--- config.mk ---
export PLATFORM = sky130hd
export DESIGN_NAME = flash_erase_control_regs
export DESIGN_NICKNAME = d
export VERILOG_FILES = /design/src/flash_ctrl_pkg.sv /design/src/block_map_if.sv /design/src/flash_erase_control_regs.sv /design/src/erase_block_map.sv
export SDC_FILE = /design/constraint.sdc
export NUM_CORES = 1
export LEC_CHECK = 0
export BUFFER_PORTS_ARGS = -buffer_cell sky130_fd_sc_hd__buf_2
export CAP_MARGIN = 20
export CORE_MARGIN = 2
export CORE_UTILIZATION = 44
export CTS_CLUSTER_SIZE = 20
export DETAILED_ROUTE_END_ITERATION = 8
export GPL_TIMING_DRIVEN = 0
export HOLD_SLACK_MARGIN = 0.02
export MAX_ROUTING_LAYER = met4
export PLACE_DENSITY = 0.91
export SYNTH_ARGS = -nofsm -noshare
export SYNTH_HDL_FRONTEND = slang
export SYNTH_SLANG_ARGS = --single-unit
--- constraint.sdc ---
create_clock -name ref_clk -period 1.7 [get_ports ref_clk]
set_clock_uncertainty 0.05 [all_clocks]
set_input_delay 0.34 -clock ref_clk [delete_from_list [all_inputs] [get_ports ref_clk]]
set_output_delay 0.34 -clock ref_clk [all_outputs]
set_load 0.05 [all_outputs]
--- src/flash_ctrl_pkg.sv ---
/*
 Constants shared by the flash control register block and its block map.
 Assumes a single 40 MHz system clock and word-indexed register access.
*/
`default_nettype none

package flash_ctrl_pkg;

    // ------------------------------------------------------------
    // Register indices (byte address is four times the index)
    // ------------------------------------------------------------
    localparam logic [3:0] IDX_MODE_ONE = 4'h0;
    localparam logic [3:0] IDX_ERR_SETUP = 4'h1;
    localparam logic [3:0] IDX_ERASE_BLK = 4'h3;
    localparam logic [3:0] IDX_MONITOR = 4'h9;
    localparam logic [3:0] IDX_SYS_CTRL = 4'hF;
    localparam logic [3:0] IDX_LAST_FLASH = 4'h3;

    // ------------------------------------------------------------
    // Field positions
    // ------------------------------------------------------------
    localparam int PIN_LEVEL_BIT = 7;
    localparam int SW_ENABLE_BIT = 6;
    localparam int ERASE_VERIFY_BIT = 3;
    localparam int PROGRAM_VERIFY_BIT = 2;
    localparam int ERASE_MODE_BIT = 1;
    localparam int PROGRAM_MODE_BIT = 0;
    localparam int ERROR_FLAG_BIT = 7;
    localparam int ERASE_SETUP_BIT = 1;
    localparam int PROGRAM_SETUP_BIT = 0;
    localparam int CTRL_SELECT_BIT = 3;

    // ------------------------------------------------------------
    // Reset values and block map
    // ------------------------------------------------------------
    localparam logic [7:0] RESET_BYTE = 8'h00;
    localparam logic [6:0] RESET_BLOCKS = 7'h00;
    localparam int NUM_BLOCKS = 7;
    localparam int FLASH_AW = 16;
    localparam logic [6:0][15:0] BLK_FIRST = {
        16'hC000, 16'h8000, 16'h1000, 16'h0C00, 16'h0800, 16'h0400, 16'h0000
    };
    localparam logic [6:0][15:0] BLK_LAST = {
        16'hEDFF, 16'hBFFF, 16'h7FFF, 16'h0FFF, 16'h0BFF, 16'h07FF, 16'h03FF
    };

endpackage : flash_ctrl_pkg

`default_nettype wire

--- src/block_map_if.sv ---
/*
 Carrier between the register block and the erase block decoder.
 Assumes both ends share the system clock domain; it is purely combinational.
*/
`timescale 1ns/100ps
`default_nettype none

interface block_map_if;
    logic [15:0] addr;
    logic [6:0] onehot;

    modport decoder (
        input addr,
        output onehot
    );

    modport user (
        output addr,
        input onehot
    );
endinterface : block_map_if

`default_nettype wire

--- src/flash_erase_control_regs.sv ---
/*
 Flash program/erase control registers behind an Avalon-MM slave with waitrequest.
 Assumes the program/erase engine, standby logic and flash array run on ref_clk;
 the write enable pin and both test select pins are asynchronous.
*/
`timescale 1ns/100ps
`default_nettype none

module flash_erase_control_regs
    import flash_ctrl_pkg::*;
#(
    parameter int AV_DW = 32,
    parameter int AV_AW = 4
) (
    input wire logic ref_clk, // 40 MHz system clock
    input wire logic rst_b, // Async reset, active low
    input wire logic clk_en, // Freezes all state when low
    input wire logic [AV_AW-1:0] avs_address, // Register index
    input wire logic avs_read, // Read request
    input wire logic avs_write, // Write request
    input wire logic [AV_DW-1:0] avs_writedata, // Write data
    input wire logic [AV_DW/8-1:0] avs_byteenable, // Byte lanes
    output logic [AV_DW-1:0] avs_readdata, // Read data
    output logic avs_waitrequest, // Stall
    input wire logic write_enable_pin, // Write enable pin, async
    input wire logic first_test_select_pin, // First test select pin, async
    input wire logic second_test_select_pin, // Second test select pin, async
    input wire logic standby_mode, // Standby entry
    input wire logic program_erase_error, // Engine error pulse
    input wire logic [flash_ctrl_pkg::FLASH_AW-1:0] flash_addr, // Target address
    output logic [flash_ctrl_pkg::NUM_BLOCKS-1:0] erase_block_enable, // Selected blocks
    output logic flash_addr_erasable, // Target block selected
    output logic erase_mode_active, // Erase mode
    output logic program_mode_active, // Program mode
    output logic erase_verify_active, // Erase-verify mode
    output logic program_verify_active, // Program-verify mode
    output logic error_protect // Error protection
);

    import flash_ctrl_pkg::*;

    // ------------------------------------------------------------
    // Parameter checks
    // ------------------------------------------------------------
    if (AV_DW != 32) begin : g_dw_check
        $error("Bus data width must be 32");
    end
    if (AV_AW < 4) begin : g_aw_check
        $error("Bus address needs at least 4 bits");
    end

    // ------------------------------------------------------------
    // State
    // ------------------------------------------------------------
    typedef struct packed {
        logic [1:0] pin_sync;
        logic [1:0] t1_sync;
        logic [1:0] t2_sync;
        logic sw_enable;
        logic erase_verify;
        logic program_verify;
        logic erase_mode;
        logic program_mode;
        logic error_flag;
        logic erase_setup;
        logic program_setup;
        logic [6:0] blocks;
        logic ctrl_select;
        logic ack;
        logic [7:0] rdata;
        logic addr_erasable;
    } state_t;

    state_t s_q;
    state_t s_d;

    localparam state_t STATE_RESET = '{
        pin_sync: 2'h0,
        t1_sync: 2'h0,
        t2_sync: 2'h0,
        sw_enable: 1'b0,
        erase_verify: 1'b0,
        program_verify: 1'b0,
        erase_mode: 1'b0,
        program_mode: 1'b0,
        error_flag: 1'b0,
        erase_setup: 1'b0,
        program_setup: 1'b0,
        blocks: RESET_BLOCKS,
        ctrl_select: 1'b0,
        ack: 1'b0,
        rdata: RESET_BYTE,
        addr_erasable: 1'b0
    };

    logic pin_level;
    logic test1_level;
    logic second_test_select_pin_level;
    logic request;
    logic take_write;
    logic [3:0] idx;
    logic [7:0] wbyte;
    logic flash_idx;
    logic [7:0] read_mux;

    block_map_if map ();

    erase_block_map u_map (
        .map(map.decoder)
    );

    assign map.addr = flash_addr;

    assign pin_level = s_q.pin_sync[1];
    assign test1_level = s_q.t1_sync[1];
    assign second_test_select_pin_level = s_q.t2_sync[1];
    assign request = avs_read | avs_write;
    assign idx = avs_address[3:0];
    assign wbyte = avs_writedata[7:0];
    assign take_write = avs_write & s_q.ack & avs_byteenable[0];
    assign flash_idx = (idx <= IDX_LAST_FLASH);

    // ------------------------------------------------------------
    // Read multiplexer
    // ------------------------------------------------------------
    always_comb begin
        read_mux = RESET_BYTE;
        if (flash_idx && !s_q.ctrl_select) begin
            read_mux = RESET_BYTE;
        end else if (idx == IDX_MODE_ONE) begin
            read_mux[PIN_LEVEL_BIT] = pin_level;
            read_mux[SW_ENABLE_BIT] = s_q.sw_enable;
            read_mux[ERASE_VERIFY_BIT] = s_q.erase_verify;
            read_mux[PROGRAM_VERIFY_BIT] = s_q.program_verify;
            read_mux[ERASE_MODE_BIT] = s_q.erase_mode;
            read_mux[PROGRAM_MODE_BIT] = s_q.program_mode;
        end else if (idx == IDX_ERR_SETUP) begin
            read_mux[ERROR_FLAG_BIT] = s_q.error_flag;
            read_mux[ERASE_SETUP_BIT] = s_q.erase_setup;
            read_mux[PROGRAM_SETUP_BIT] = s_q.program_setup;
        end else if (idx == IDX_ERASE_BLK) begin
            read_mux = {1'b0, s_q.blocks};
        end else if (idx == IDX_MONITOR) begin
            read_mux = {6'h00, second_test_select_pin_level, test1_level};
        end else if (idx == IDX_SYS_CTRL) begin
            read_mux[CTRL_SELECT_BIT] = s_q.ctrl_select;
        end else begin
            read_mux = RESET_BYTE;
        end
    end

    // ------------------------------------------------------------
    // Next state
    // ------------------------------------------------------------
    always_comb begin
        s_d = s_q;
        s_d.pin_sync = {s_q.pin_sync[0], write_enable_pin};
        s_d.t1_sync = {s_q.t1_sync[0], first_test_select_pin};
        s_d.t2_sync = {s_q.t2_sync[0], second_test_select_pin};

        // One wait state, answer in the second cycle
        s_d.ack = request & ~s_q.ack;
        if (request && !s_q.ack) begin
            s_d.rdata = read_mux;
        end

        // Register writes; flash registers need select and pin enable
        if (take_write && flash_idx && s_q.ctrl_select && pin_level) begin
            if (idx == IDX_MODE_ONE) begin
                s_d.sw_enable = wbyte[SW_ENABLE_BIT];
                s_d.erase_verify = wbyte[ERASE_VERIFY_BIT] & s_q.sw_enable;
                s_d.program_verify = wbyte[PROGRAM_VERIFY_BIT] & s_q.sw_enable;
                s_d.erase_mode = wbyte[ERASE_MODE_BIT] & s_q.sw_enable & s_q.erase_setup;
                s_d.program_mode = wbyte[PROGRAM_MODE_BIT] & s_q.sw_enable & s_q.program_setup;
            end else if (idx == IDX_ERR_SETUP) begin
                s_d.erase_setup = wbyte[ERASE_SETUP_BIT] & s_q.sw_enable;
                s_d.program_setup = wbyte[PROGRAM_SETUP_BIT] & s_q.sw_enable;
            end else if (idx == IDX_ERASE_BLK) begin
                s_d.blocks = wbyte[6:0];
            end
        end
        if (take_write && idx == IDX_SYS_CTRL) begin
            s_d.ctrl_select = wbyte[CTRL_SELECT_BIT];
        end

        // Hardware protect and standby clear the mode bits
        if (standby_mode || !pin_level) begin
            s_d.sw_enable = 1'b0;
            s_d.erase_verify = 1'b0;
            s_d.program_verify = 1'b0;
            s_d.erase_mode = 1'b0;
            s_d.program_mode = 1'b0;
        end

        // Setups and block select also clear in software protect
        if (standby_mode || !pin_level || !s_d.sw_enable) begin
            s_d.erase_setup = 1'b0;
            s_d.program_setup = 1'b0;
            s_d.blocks = RESET_BLOCKS;
        end

        // Error flag is sticky; only reset clears it
        s_d.error_flag = s_q.error_flag | program_erase_error;
        if (s_d.error_flag) begin
            s_d.erase_mode = 1'b0;
            s_d.program_mode = 1'b0;
        end

        s_d.addr_erasable = |(map.onehot & s_q.blocks);
    end

    always_ff @(posedge ref_clk or negedge rst_b) begin
        if (!rst_b) begin
            s_q <= STATE_RESET;
        end else if (clk_en) begin
            s_q <= s_d;
        end
    end

    // ------------------------------------------------------------
    // Outputs
    // ------------------------------------------------------------
    assign avs_waitrequest = request & ~s_q.ack;
    assign avs_readdata = {{(AV_DW-8){1'b0}}, s_q.rdata};
    assign erase_block_enable = s_q.blocks;
    assign flash_addr_erasable = s_q.addr_erasable;
    assign erase_mode_active = s_q.erase_mode;
    assign program_mode_active = s_q.program_mode;
    assign erase_verify_active = s_q.erase_verify;
    assign program_verify_active = s_q.program_verify;
    assign error_protect = s_q.error_flag;

    // ------------------------------------------------------------
    // Assertions
    // ------------------------------------------------------------
    logic answer_read;
    assign answer_read = avs_read & ~avs_waitrequest;

    property p_error_sets;
        @(posedge ref_clk) disable iff (!rst_b)
        (clk_en && program_erase_error) |=> error_protect;
    endproperty
    a_error_sets: assert property (p_error_sets) else $error("Error flag not set");

    property p_error_blocks;
        @(posedge ref_clk) disable iff (!rst_b)
        error_protect |-> (!erase_mode_active && !program_mode_active);
    endproperty
    a_error_blocks: assert property (p_error_blocks) else $error("Mode under error");

    property p_error_sticky;
        @(posedge ref_clk) disable iff (!rst_b)
        error_protect |=> error_protect [*3];
    endproperty
    a_error_sticky: assert property (p_error_sticky) else $error("Error flag cleared");

    property p_setup_reserved;
        @(posedge ref_clk) disable iff (!rst_b)
        (answer_read && idx == IDX_ERR_SETUP) |-> (avs_readdata[6:2] == 5'h00);
    endproperty
    a_setup_reserved: assert property (p_setup_reserved) else $error("Setup bits 6:2 set");

    property p_erase_setup_guard;
        @(posedge ref_clk) disable iff (!rst_b)
        $rose(s_q.erase_setup) |-> ($past(pin_level) && $past(s_q.sw_enable));
    endproperty
    a_erase_setup_guard: assert property (p_erase_setup_guard) else $error("Bad erase setup");

    property p_prog_setup_guard;
        @(posedge ref_clk) disable iff (!rst_b)
        $rose(s_q.program_setup) |-> ($past(pin_level) && $past(s_q.sw_enable));
    endproperty
    a_prog_setup_guard: assert property (p_prog_setup_guard) else $error("Bad prog setup");

    property p_block_top;
        @(posedge ref_clk) disable iff (!rst_b)
        (answer_read && idx == IDX_ERASE_BLK) |-> !avs_readdata[7];
    endproperty
    a_block_top: assert property (p_block_top) else $error("Block bit 7 set");

    property p_block_clear;
        @(posedge ref_clk) disable iff (!rst_b)
        (clk_en && (standby_mode || !pin_level)) |=> (erase_block_enable == RESET_BLOCKS);
    endproperty
    a_block_clear: assert property (p_block_clear) else $error("Blocks not cleared");

    property p_block_swe;
        @(posedge ref_clk) disable iff (!rst_b)
        !s_q.sw_enable |-> (erase_block_enable == RESET_BLOCKS);
    endproperty
    a_block_swe: assert property (p_block_swe) else $error("Blocks without enable");

    property p_monitor;
        @(posedge ref_clk) disable iff (!rst_b)
        (clk_en && answer_read && idx == IDX_MONITOR) |->
            (avs_readdata[7:0] == {6'h00, $past(second_test_select_pin_level), $past(test1_level)});
    endproperty
    a_monitor: assert property (p_monitor) else $error("Monitor mismatch");

    property p_sys_reserved;
        @(posedge ref_clk) disable iff (!rst_b)
        (answer_read && idx == IDX_SYS_CTRL) |-> (avs_readdata[7:0] & 8'hF7) == 8'h00;
    endproperty
    a_sys_reserved: assert property (p_sys_reserved) else $error("Sys ctrl reserved set");

    property p_unselected;
        @(posedge ref_clk) disable iff (!rst_b)
        (answer_read && flash_idx && !s_q.ctrl_select) |-> (avs_readdata == '0);
    endproperty
    a_unselected: assert property (p_unselected) else $error("Unselected reg read");

    property p_enable_needs_pin;
        @(posedge ref_clk) disable iff (!rst_b)
        $rose(s_q.sw_enable) |-> $past(pin_level);
    endproperty
    a_enable_needs_pin: assert property (p_enable_needs_pin) else $error("Enable without pin");

    property p_setup_clear;
        @(posedge ref_clk) disable iff (!rst_b)
        (clk_en && (standby_mode || !pin_level)) |=> (!s_q.erase_setup && !s_q.program_setup);
    endproperty
    a_setup_clear: assert property (p_setup_clear) else $error("Setup not cleared");

endmodule : flash_erase_control_regs

`default_nettype wire

--- src/erase_block_map.sv ---
/*
 Decodes a flash array address into the one-hot erase block it falls in.
 Assumes the address is a same-clock value; outside the array no bit is set.
*/
`timescale 1ns/100ps
`default_nettype none

module erase_block_map
    import flash_ctrl_pkg::*;
(
    block_map_if.decoder map // Address in, block out
);

    // ------------------------------------------------------------
    // Range compare per block
    // ------------------------------------------------------------
    always_comb begin
        for (int i = 0; i < NUM_BLOCKS; i++) begin
            map.onehot[i] = (map.addr >= BLK_FIRST[i]) && (map.addr <= BLK_LAST[i]);
        end
    end

endmodule : erase_block_map

`default_nettype wire

==> results of run 1 <==
[logic make-up after synthesis]
family,count (synthesis)
and+or+nand+nor,51
AOI/OAI and AO/OA,43
buffers and inverters,49
DFF,32
muxes,11
other,1
[final timing paths]
kind                                         from                     to  slack, ps  depth (start not counted)
max in group asynchronous                   rst_b  erase_block_enable[1]       1110                          1
hold reg to reg                   avs_readdata[0]        avs_readdata[0]        440                          2
hold / removal                              rst_b        avs_readdata[3]         50                          1
setup / recovery                           s_q[9]        avs_waitrequest        100                          2
setup reg to reg                        pin_level  erase_block_enable[3]        130                          4
min in group ref_clk       second_test_select_pin                s_d[27]        210                          2
[cells in the final DEF (no fill, tap or decap), drive strengths merged, types with 3 or more instances in the layout]
master	instances
a22oi	4
nor4	4
buf	90
nand2	15
mux2i	3
clkbuf	9
a22o	9
o21ai	10
nor2	9
nand2b	3
mux2	7
conb	24
nand4	3
dfrtp	32
o2bb2ai	5
[worst max-delay path: stages (launching register included)]
cell	delay [ps]
dfrtp_1	410
o21ba_2	250
buf_2	250
[registers in the layout (all words and copies together), names as in the netlist]
signal / flops
pin_level: 1
erase_block_enable: 7
flash_addr_erasable: 1
program_verify_active: 1
avs_readdata: 8
error_protect: 1
s_q: 7
program_mode_active: 1
erase_mode_active: 1
erase_verify_active: 1
s_d: 3
[where the power goes]
group / internal [W] / switching (W) / total, W
sequential: 0.000793 / 0.0000279 / 0.000821
combinational: 0.000133 / 0.000269 / 0.000402
clock: 0.000434 / 0.000286 / 0.000721
[area by class of cell]
type,instances,area [sq um],share of cell area [%]
buffer,47,345.3,14.12
clock buffer,6,72.57,2.968
inverter,1,3.754,0.1535
sequential,32,800.8,32.75
timing repair buffer,46,230.2,9.417
clock inverter,2,35.03,1.433
multi-input combinational,129,892.1,36.49
tap,52,65.06,2.661
[per-stage QoR]
stage                     worst slack, ps  hold WS, ps  setup TNS (ps)  cells  area, sq um
after global routing                28.28        100.1               0    315         2445
after detailed placement           -271.0        377.9           -2571    308         2338
after CTS                           34.34        67.61               0    315         2442
final                               101.3        45.11               0    315         2445
after global placement             -210.5        364.7           -1956    308         2338
after floorplan                     6.584       -5.591               0    210         2043
[layer usage]
metal	vias up	track usage, %	share of wire [%]
met1	760	22.95	41
met5	-	-	0
li1	772	-	-
met3	10	5.483	6.2
met4	0	7.479	1.9
met2	64	30.58	51
[what timing repair did]
item                                    in CTS  in global routing
hold endpoints to repair                     0                  0
pin swaps                                    0                  0
gates resized for setup                      0                  3
endpoints found under the setup margin       6                  9
==> impl_results.md, run 1 <==
* Post-synth top area cell: dfrtp_1
* Core area at 4264 sq um
* Iter 0 DRT Violations at 111
* Worst-margin pin slew at 706.5 ps
* Final setup vio count at 0
* Post-synth EDFFs at 0
* Clock slew seen by the registers of the worst setup and hold paths at 60 ps
* ANT cells at 0
* Die extent in y at 70.05 microns
* DRC Markers at 0
* CP arrival at 1210 ps
* Number of global-route vias before repair at 1469
* Syn Area/Cell at 10.26 sq um
* Post-synthesis sequential area ratio at 41.72%
* Post-DRT Antenna Nets at 0
* List of most frequent post-synthesis cells: 39 x buf_4, 32 x dfrtp_1, 15 x nand2_1
* Io pins at 112
* Post-CTS Setup Inserts at 0
* Post-synthesis mux area share at 6.845%
* Compound-Gate Fraction of Synth Area at 18.25%
* Outcome: finished, final reports clean
* FMAX at 0.6255 GHz
* DP HPWL at 3343 microns
* Initial core utilization at 45.01%
* Largest net degree at the start of global routing at 33
* Post-Synth Simple-Gate Area at 15.12%
* XOR/XNOR Fraction of Synth Area at 0%
* Layout cells sized above 1 at 42.97%
* Post-synthesis register bit count at 32
* P&R area growth vs syn at 27.38%
* Largest driver fanout on the critical path at 5
* WS Path Type: flop to output port
* # H-tree levels at 2
* Worst Hold Class: input port to asynchronous set/reset pin
* CTS max path bufs at 2
* First-pass DRT Iterations at 4
* Clock sinks at 32
* Post-Syn Instances at 187
* Die footprint at 4906 sq um
* DR vias at 1606
* Clock Latency Late Sink at 290 ps
* Count of different cell masters after synthesis at 48
* TritonCTS clock tree: yes
* Power density cells at 794.7 nW/um^2
* Total power at 0.001943 W
* WL per Instance at 13.45 microns
* Fillcell total at 389
* Maxcap violations at 0
* Overall Global Routing Usage at 19.13%
* Post-Syn Area at 1919 sq um
* CTS Buf Count at 5
* I/O Buffers at 46
* Max IR drop VDD at 0.0004144 V
* CP required at 1310 ps
* Area contributors post-synth: dfrtp_1 42%, buf_4 15%, a22o_1 4.1%, nand2_1 2.9%, mux2_2 2.3%
* Gr ovfl total at 0
* Die width at 70.05 microns
* CP startpoint kind: flop
* YS warnings at 0
* Post-synth top area share at 41.72%
* Slew Viols, Final at 0
* Final net count at 328
* Synth Flop Type: dfrtp_1
* Leak at 1.248 nW
* Drt total wl at 4237 microns
* Hold Buf Count CTS at 0
* CP Capture Type: output port
* CTS Root Cell: clkbuf_8
* Initial antenna violation count at 0
* Part of the cycle the worst path needs at 94.04%
* Core Util, Final at 57.34%
* RSZ-0062 raised after global routing: no
* GP Congestion at 0.9312
* # rows at 24
* First-pass GRT wire length at 7120 microns
* Post-synth ARST share at 100.0%
* Largest family of logic cells by synthesized area: compound AO/OA/AOI/OAI gates
* Most frequent cell after synthesis: buf_4
* Hold Vio Cnt, Final at 0
* Vias/cell at 5.098
* Tmin final at 1599 ps
* Adder-Cell Fraction of Synth Area at 0%
* Relative slew slack at 52.90%
Note: power is estimated with default switching activity, not from simulation.
==> run 2, diff against run 1 <==
--- a/config.mk
+++ b/config.mk
@@ -14,7 +14,7 @@
 export GPL_TIMING_DRIVEN = 0
 export HOLD_SLACK_MARGIN = 0.02
 export MAX_ROUTING_LAYER = met4
-export PLACE_DENSITY = 0.91
+export PLACE_DENSITY = 0.89
 export SYNTH_ARGS = -nofsm -noshare
 export SYNTH_HDL_FRONTEND = slang
 export SYNTH_SLANG_ARGS = --single-unit
==> impl_results.md, run 2 (synthesis results as in run 1) <==
* DRC Markers at 0 (unchanged)
* Max IR drop VDD at 0.0004037 V (-2.6%)
* Non-Filler Instances at 315 (unchanged)
* Iter 0 DRT Violations at 67 (-40%)
* P&R area growth vs syn at 26.47%
* Total power at 0.001818 W (-6.4%)
* # rows at 24 (unchanged)
* CP max-delay cell: dfrtp_1
* RSZ-0062 raised after global routing: no
* First-pass DRT Iterations at 5 (+1)
* Final setup vio count at 0 (unchanged)
* Drt total wl at 4274 microns (+0.87%)
* Cells along the critical path: o21ba_2, buf_2
* Buffers and inverters on the worst path at 1 (unchanged)
* Power density cells at 749.2 nW/um^2 (-5.7%)
* Commonest cells after routing, fill and taps aside: 48 x buf_2, 40 x buf_4, 32 x dfrtp_1
* Vias/cell at 5.013 (-1.7%)
* Die width at 70.05 microns (unchanged)
* Worst Hold Class: input port to asynchronous set/reset pin
* Hold Buf Count CTS at 0 (unchanged)
* Post-CTS Setup Inserts at 0 (unchanged)
* Core area at 4264 sq um (unchanged)
* Outcome: finished, final reports clean
* Setup Total Neg Slack at 0 ps (unchanged)
* CP Capture Type: output port
* Most common cell after layout, fill and taps aside: buf_2
* First-pass GRT wire length at 7224 microns (+1.5%)
* Die extent in y at 70.05 microns (unchanged)
* Slowest stage delay, CP at 410 ps (about the same)
* CTS Buf Count at 5 (unchanged)
* Initial antenna violation count at 0 (unchanged)
* CP startpoint kind: flop
* Relative slew slack at 53.05% (+0.15 points)
* Final setup margin at 113.2 ps (+11.90 ps)
* Gr ovfl total at 0 (unchanged)
* Post-DRT Antenna Nets at 0 (unchanged)
* GP Congestion at 0.9003 (-3.3%)
* Largest driver fanout on the critical path at 5 (unchanged)
* Delay-heaviest family, CP: flip-flops
* Final net count at 328 (unchanged)
* ANT cells at 0 (unchanged)
* Largest net degree at the start of global routing at 33 (unchanged)
* DR vias at 1579 (-1.7%)
* FMAX at 0.6302 GHz (+0.75%)
* Post-placement setup slack at -238.9 ps (+32.10 ps)
* Number of flip-flops in the largest register at 8 (unchanged)
* WL per Instance at 13.57 microns (+0.87%)
* CP required at 1310 ps (about the same)
* CTS Root Cell: clkbuf_8
* Core Util, Final at 56.92% (-0.41 points)
* WS Path Type: flop to output port
* CTS max path bufs at 2 (unchanged)
* Hold Vio Cnt, Final at 0 (unchanged)
* Initial core utilization at 45.01% (unchanged)
* Maxcap violations at 0 (unchanged)
* Placed Cells at 308 (unchanged)
* Clock sinks at 32 (unchanged)
* Worst-margin pin slew at 704.2 ps (-2.318 ps)
* Leak at 1.238 nW (-0.78%)
* TritonCTS clock tree: yes
* Slew Viols, Final at 0 (unchanged)
* # H-tree levels at 2 (unchanged)
* Fillcell total at 391 (+0.51%)
* Overall Global Routing Usage at 18.86% (-0.28 points)
* DP HPWL at 3449 microns (+3.2%)
* Tmin final at 1587 ps (-11.90 ps)
* Number of global-route vias before repair at 1526 (+3.9%)
* Part of the cycle the worst path needs at 93.34% (-0.70 points)
* CP arrival at 1200 ps (about the same)
* Clock Latency Late Sink at 280 ps (about the same)
* Layout cells sized above 1 at 42.59% (-0.38 points)
* I/O Buffers at 46 (unchanged)
* Clock slew seen by the registers of the worst setup and hold paths at 60 ps (about the same)
* Die footprint at 4906 sq um (unchanged)
* Io pins at 112 (unchanged)
==> run 2: cell count changes in the layout (fill, tap and decap cells not counted) <==
cell	change
clkbuf_1	+1
clkbuf_8	+1
clkinv_2	-1
bufinv_16	-1
==> run 2: timing repair <==
| action | 4_1_cts | 5_1_grt |
|---|---|---|
| pin swaps | 0 | 0 |
| hold endpoints to repair | 0 | 0 |
| endpoints found under the setup margin | 2 | 8 |
| gates resized for setup | 0 | 3 |
==> run 2: path summary, 6_finish.rpt <==
| check | start | end | cells past startpoint | slack (ps) |
|---|---|---|---|---|
| max in group asynchronous | rst_b | erase_block_enable[2] | 1 | 1090 |
| min in group ref_clk | second_test_select_pin | s_d[27] | 2 | 230 |
| hold reg to reg | s_d[31] | pin_level | 1 | 440 |
| hold / removal | rst_b | avs_readdata[7] | 1 | 50 |
| setup reg to reg | pin_level | erase_block_enable[3] | 4 | 140 |
| setup / recovery | s_q[9] | avs_waitrequest | 2 | 110 |
==> run 2: power breakdown <==
group / internal (W) / switching (W)
Combinational: 0.000133 / 0.000271
Clock: 0.000330 / 0.000264
Sequential: 0.000793 / 0.0000282
Total: 0.00126 / 0.000563
==> run 2: metal layers <==
layer / vias up / wire, microns / track usage (%)
li1: 774 / - / -
met1: 747 / 1754 / 23.05
met2: 53 / 2227 / 32.28
met3: 5 / 249 / 4.618
met4: 0 / 42 / 3.205
met5: - / 0 / -
==> run 2: area by class of cell <==
class | instances | area [sq um] | share of cell area [%]
Multi-Input combinational cell | 129 | 892.1 | 36.75
Sequential cell | 32 | 800.8 | 32.99
Buffer | 47 | 345.3 | 14.23
Timing Repair Buffer | 46 | 230.2 | 9.485
Clock buffer | 8 | 90.09 | 3.711
Tap cell | 52 | 65.06 | 2.680
Inverter | 1 | 3.754 | 0.1546
==> run 2: per-stage QoR <==
step	hold WS, ps	cell area (sq um)
6_report	53.11	2427
5_1_grt	115.5	2427
4_1_cts	79.43	2425
3_5_place_dp	378.8	2338
3_3_place_gp	364.6	2338
2_1_floorplan	-5.591	2043
==> run 3, diff against run 2 <==
--- a/config.mk
+++ b/config.mk
@@ -14,7 +14,8 @@
 export GPL_TIMING_DRIVEN = 0
 export HOLD_SLACK_MARGIN = 0.02
 export MAX_ROUTING_LAYER = met4
-export PLACE_DENSITY = 0.89
+export PLACE_DENSITY = 0.88
 export SYNTH_ARGS = -nofsm -noshare
 export SYNTH_HDL_FRONTEND = slang
+export SYNTH_HIERARCHICAL = 1
 export SYNTH_SLANG_ARGS = --single-unit
==> impl_results.md, run 3 <==
* Outcome: finished, final reports clean
* Post-CTS Setup Inserts at 0 (unchanged)
* GP Congestion at 0.9767 (+8.5%)
* WS Path Type: flop to output port
* Syn Area/Cell at 10.24 sq um (-0.22%)
* Final setup margin at 90.41 ps (-22.82 ps)
* # H-tree levels at 2 (unchanged)
* RSZ-0062 raised after global routing: no
* Clock slew seen by the registers of the worst setup and hold paths at 60 ps (about the same)
* Post-synth ARST share at 100.0% (unchanged)
* Io pins at 112 (unchanged)
* CP Capture Type: output port
* Finished Cell Area at 2476 sq um (+2.0%)
* Number of flip-flops in the largest register at 8 (unchanged)
* First-pass GRT wire length at 7320 microns (+1.3%)
* Post-Syn Area at 1987 sq um (+3.5%)
* Largest driver fanout on the critical path at 4 (-1)
* Tmin final at 1610 ps (+22.82 ps)
* Slew Viols, Final at 0 (unchanged)
* Relative slew slack at 53.72% (+0.67 points)
* Initial antenna violation count at 0 (unchanged)
* Largest net degree at the start of global routing at 33 (unchanged)
* Post-placement setup slack at -153.3 ps (+85.52 ps)
* Most common cell after layout, fill and taps aside: buf_2
* Placed cell area at 2379 sq um (+1.7%)
* List of most frequent post-synthesis cells: 39 x buf_4, 32 x dfrtp_1, 15 x nand2_1
* DP HPWL at 3478 microns (+0.83%)
* Die footprint at 5069 sq um (+3.3%)
* Drt total wl at 4434 microns (+3.7%)
* DRC Markers at 0 (unchanged)
* Power density cells at 728.2 nW/um^2 (-2.8%)
* Clock Latency Late Sink at 290 ps (about the same)
* Core area at 4354 sq um (+2.1%)
* Die width at 71.20 microns (+1.6%)
* CP required at 1310 ps (about the same)
* Maxcap violations at 0 (unchanged)
* DR vias at 1643 (+4.1%)
* Worst Reg-to-Reg Cells at 5 (+1)
* YS warnings at 6 (+6)
* WL per Instance at 13.69 microns (+0.86%)
* Post-synth EDFFs at 0 (unchanged)
* Post-synth top area share at 40.30% (-1.4 points)
* Post-Syn Instances at 194 (+3.7%)
* Setup Total Neg Slack at 0 ps (unchanged)
* Count of different cell masters after synthesis at 51 (+6.3%)
* I/O Buffers at 48 (+4.3%)
* Hold Vio Cnt, Final at 0 (unchanged)
* First-pass DRT Iterations at 4 (-1)
* Gr ovfl total at 0 (unchanged)
* P&R area growth vs syn at 24.62%
* CP startpoint kind: flop
* Final setup vio count at 0 (unchanged)
* Die extent in y at 71.20 microns (+1.6%)
* Hold Buf Count CTS at 0 (unchanged)
* Post-DRT Antenna Nets at 0 (unchanged)
* Post-synthesis register bit count at 32 (unchanged)
* Layout cells sized above 1 at 44.12% (+1.5 points)
* Post-synthesis sequential area ratio at 40.30% (-1.4 points)
* Most frequent cell after synthesis: buf_4
* Number of global-route vias before repair at 1542 (+1.0%)
* Synth Flop Type: dfrtp_1
* Max IR drop VDD at 0.0004475 V (+11%)
* Leak at 1.290 nW (+4.2%)
* Commonest cells after routing, fill and taps aside: 51 x buf_2, 39 x buf_4, 31 x dfrtp_1
* TritonCTS clock tree: yes
* Vias/cell at 5.071 (+1.2%)
* Initial core utilization at 45.63% (+0.62 points)
* ANT cells at 0 (unchanged)
* FMAX at 0.6213 GHz (-1.4%)
* Part of the cycle the worst path needs at 94.68% (+1.3 points)
* CTS Root Cell: clkbuf_8
* Iter 0 DRT Violations at 114 (+70%)
* Post-synth top area cell: dfrtp_1
* CP arrival at 1220 ps (+20 ps)
* CTS Buf Count at 5 (unchanged)
* Area contributors post-synth: dfrtp_1 40%, buf_4 15%, a22o_1 4.8%, mux2_2 4.0%, nand2_1 2.8%
* Worst-margin pin slew at 694.2 ps (-10.04 ps)
* Final net count at 337 (+2.7%)
* Worst Hold Class: input port to asynchronous set/reset pin
* Overall Global Routing Usage at 19.11% (+0.26 points)
* CTS max path bufs at 2 (unchanged)
* Clock sinks at 32 (unchanged)
* # rows at 24 (unchanged)
## run 3: where the power goes
part	internal [W]	total, W	switching [W]
Sequential	0.000789	0.000812	0.0000228
Clock	0.000323	0.000604	0.000281
Combinational	0.000125	0.000388	0.000262
Total	0.00124	0.00180	0.000566
## run 3: worst paths after layout
kind                                        from               endpoint  slack, ps
min reg2reg                      avs_readdata[2]        avs_readdata[2]        440
min in group ref_clk       first_test_select_pin                s_d[29]        230
max                                       s_q[9]        avs_waitrequest         90
max reg2reg                            pin_level  erase_block_enable[4]        100
max in group asynchronous                  rst_b              pin_level       1060
min                                        rst_b        avs_readdata[3]         50
## run 3: cell type report
type | instances | area [sq um]
buffer | 46 | 331.6
clock buffer | 6 | 82.58
clock inverter | 2 | 10.01
fill | 397 | 1878
inverter | 1 | 3.754
multi-input combinational | 137 | 940.9
sequential | 32 | 802.0
tap | 52 | 65.06
timing repair buffer | 48 | 240.2
## run 3: cells by family after synthesis
| logic type | after synthesis | share of synthesized area, % |
|---|---|---|
| and+or+nand+nor | 59 | 18.14 |
| buffers and inverters | 48 | 17.06 |
| AOI/OAI and AO/OA | 44 | 18.83 |
| DFF | 32 | 40.30 |
| muxes | 10 | 5.479 |
| other | 1 | 0.1887 |
## run 3: timing repair
item / CTS / global route
endpoints found under the setup margin: 4 / 8
pin swaps: 0 / 0
gates resized for setup: 1 / 2
## run 3: stage by stage
step,util (%),instances,power [W],hold WS [ps]
3_3_place_gp,54.63,317,0.001202,363.5
3_5_place_dp,54.63,317,0.001210,378.5
2_1_floorplan,-,217,0.001112,-5.591
5_1_grt,56.87,324,0.001881,113.4
6_report,56.87,324,0.001803,45.47
4_1_cts,56.81,324,0.001811,74.53
## run 3: layer usage
layer | wire length (microns) | vias up | GRT usage [%]
met5 | 0 | - | -
met4 | 85 | 0 | 6.918
met3 | 335 | 10 | 5.271
met2 | 2137 | 62 | 29.73
met1 | 1877 | 758 | 23.88
li1 | - | 813 | -
## run 3: worst max-delay path, stage by stage, from the launching register on
cell	delay [ps]
dfrtp_1	400
o21ba_2	270
buf_2	260
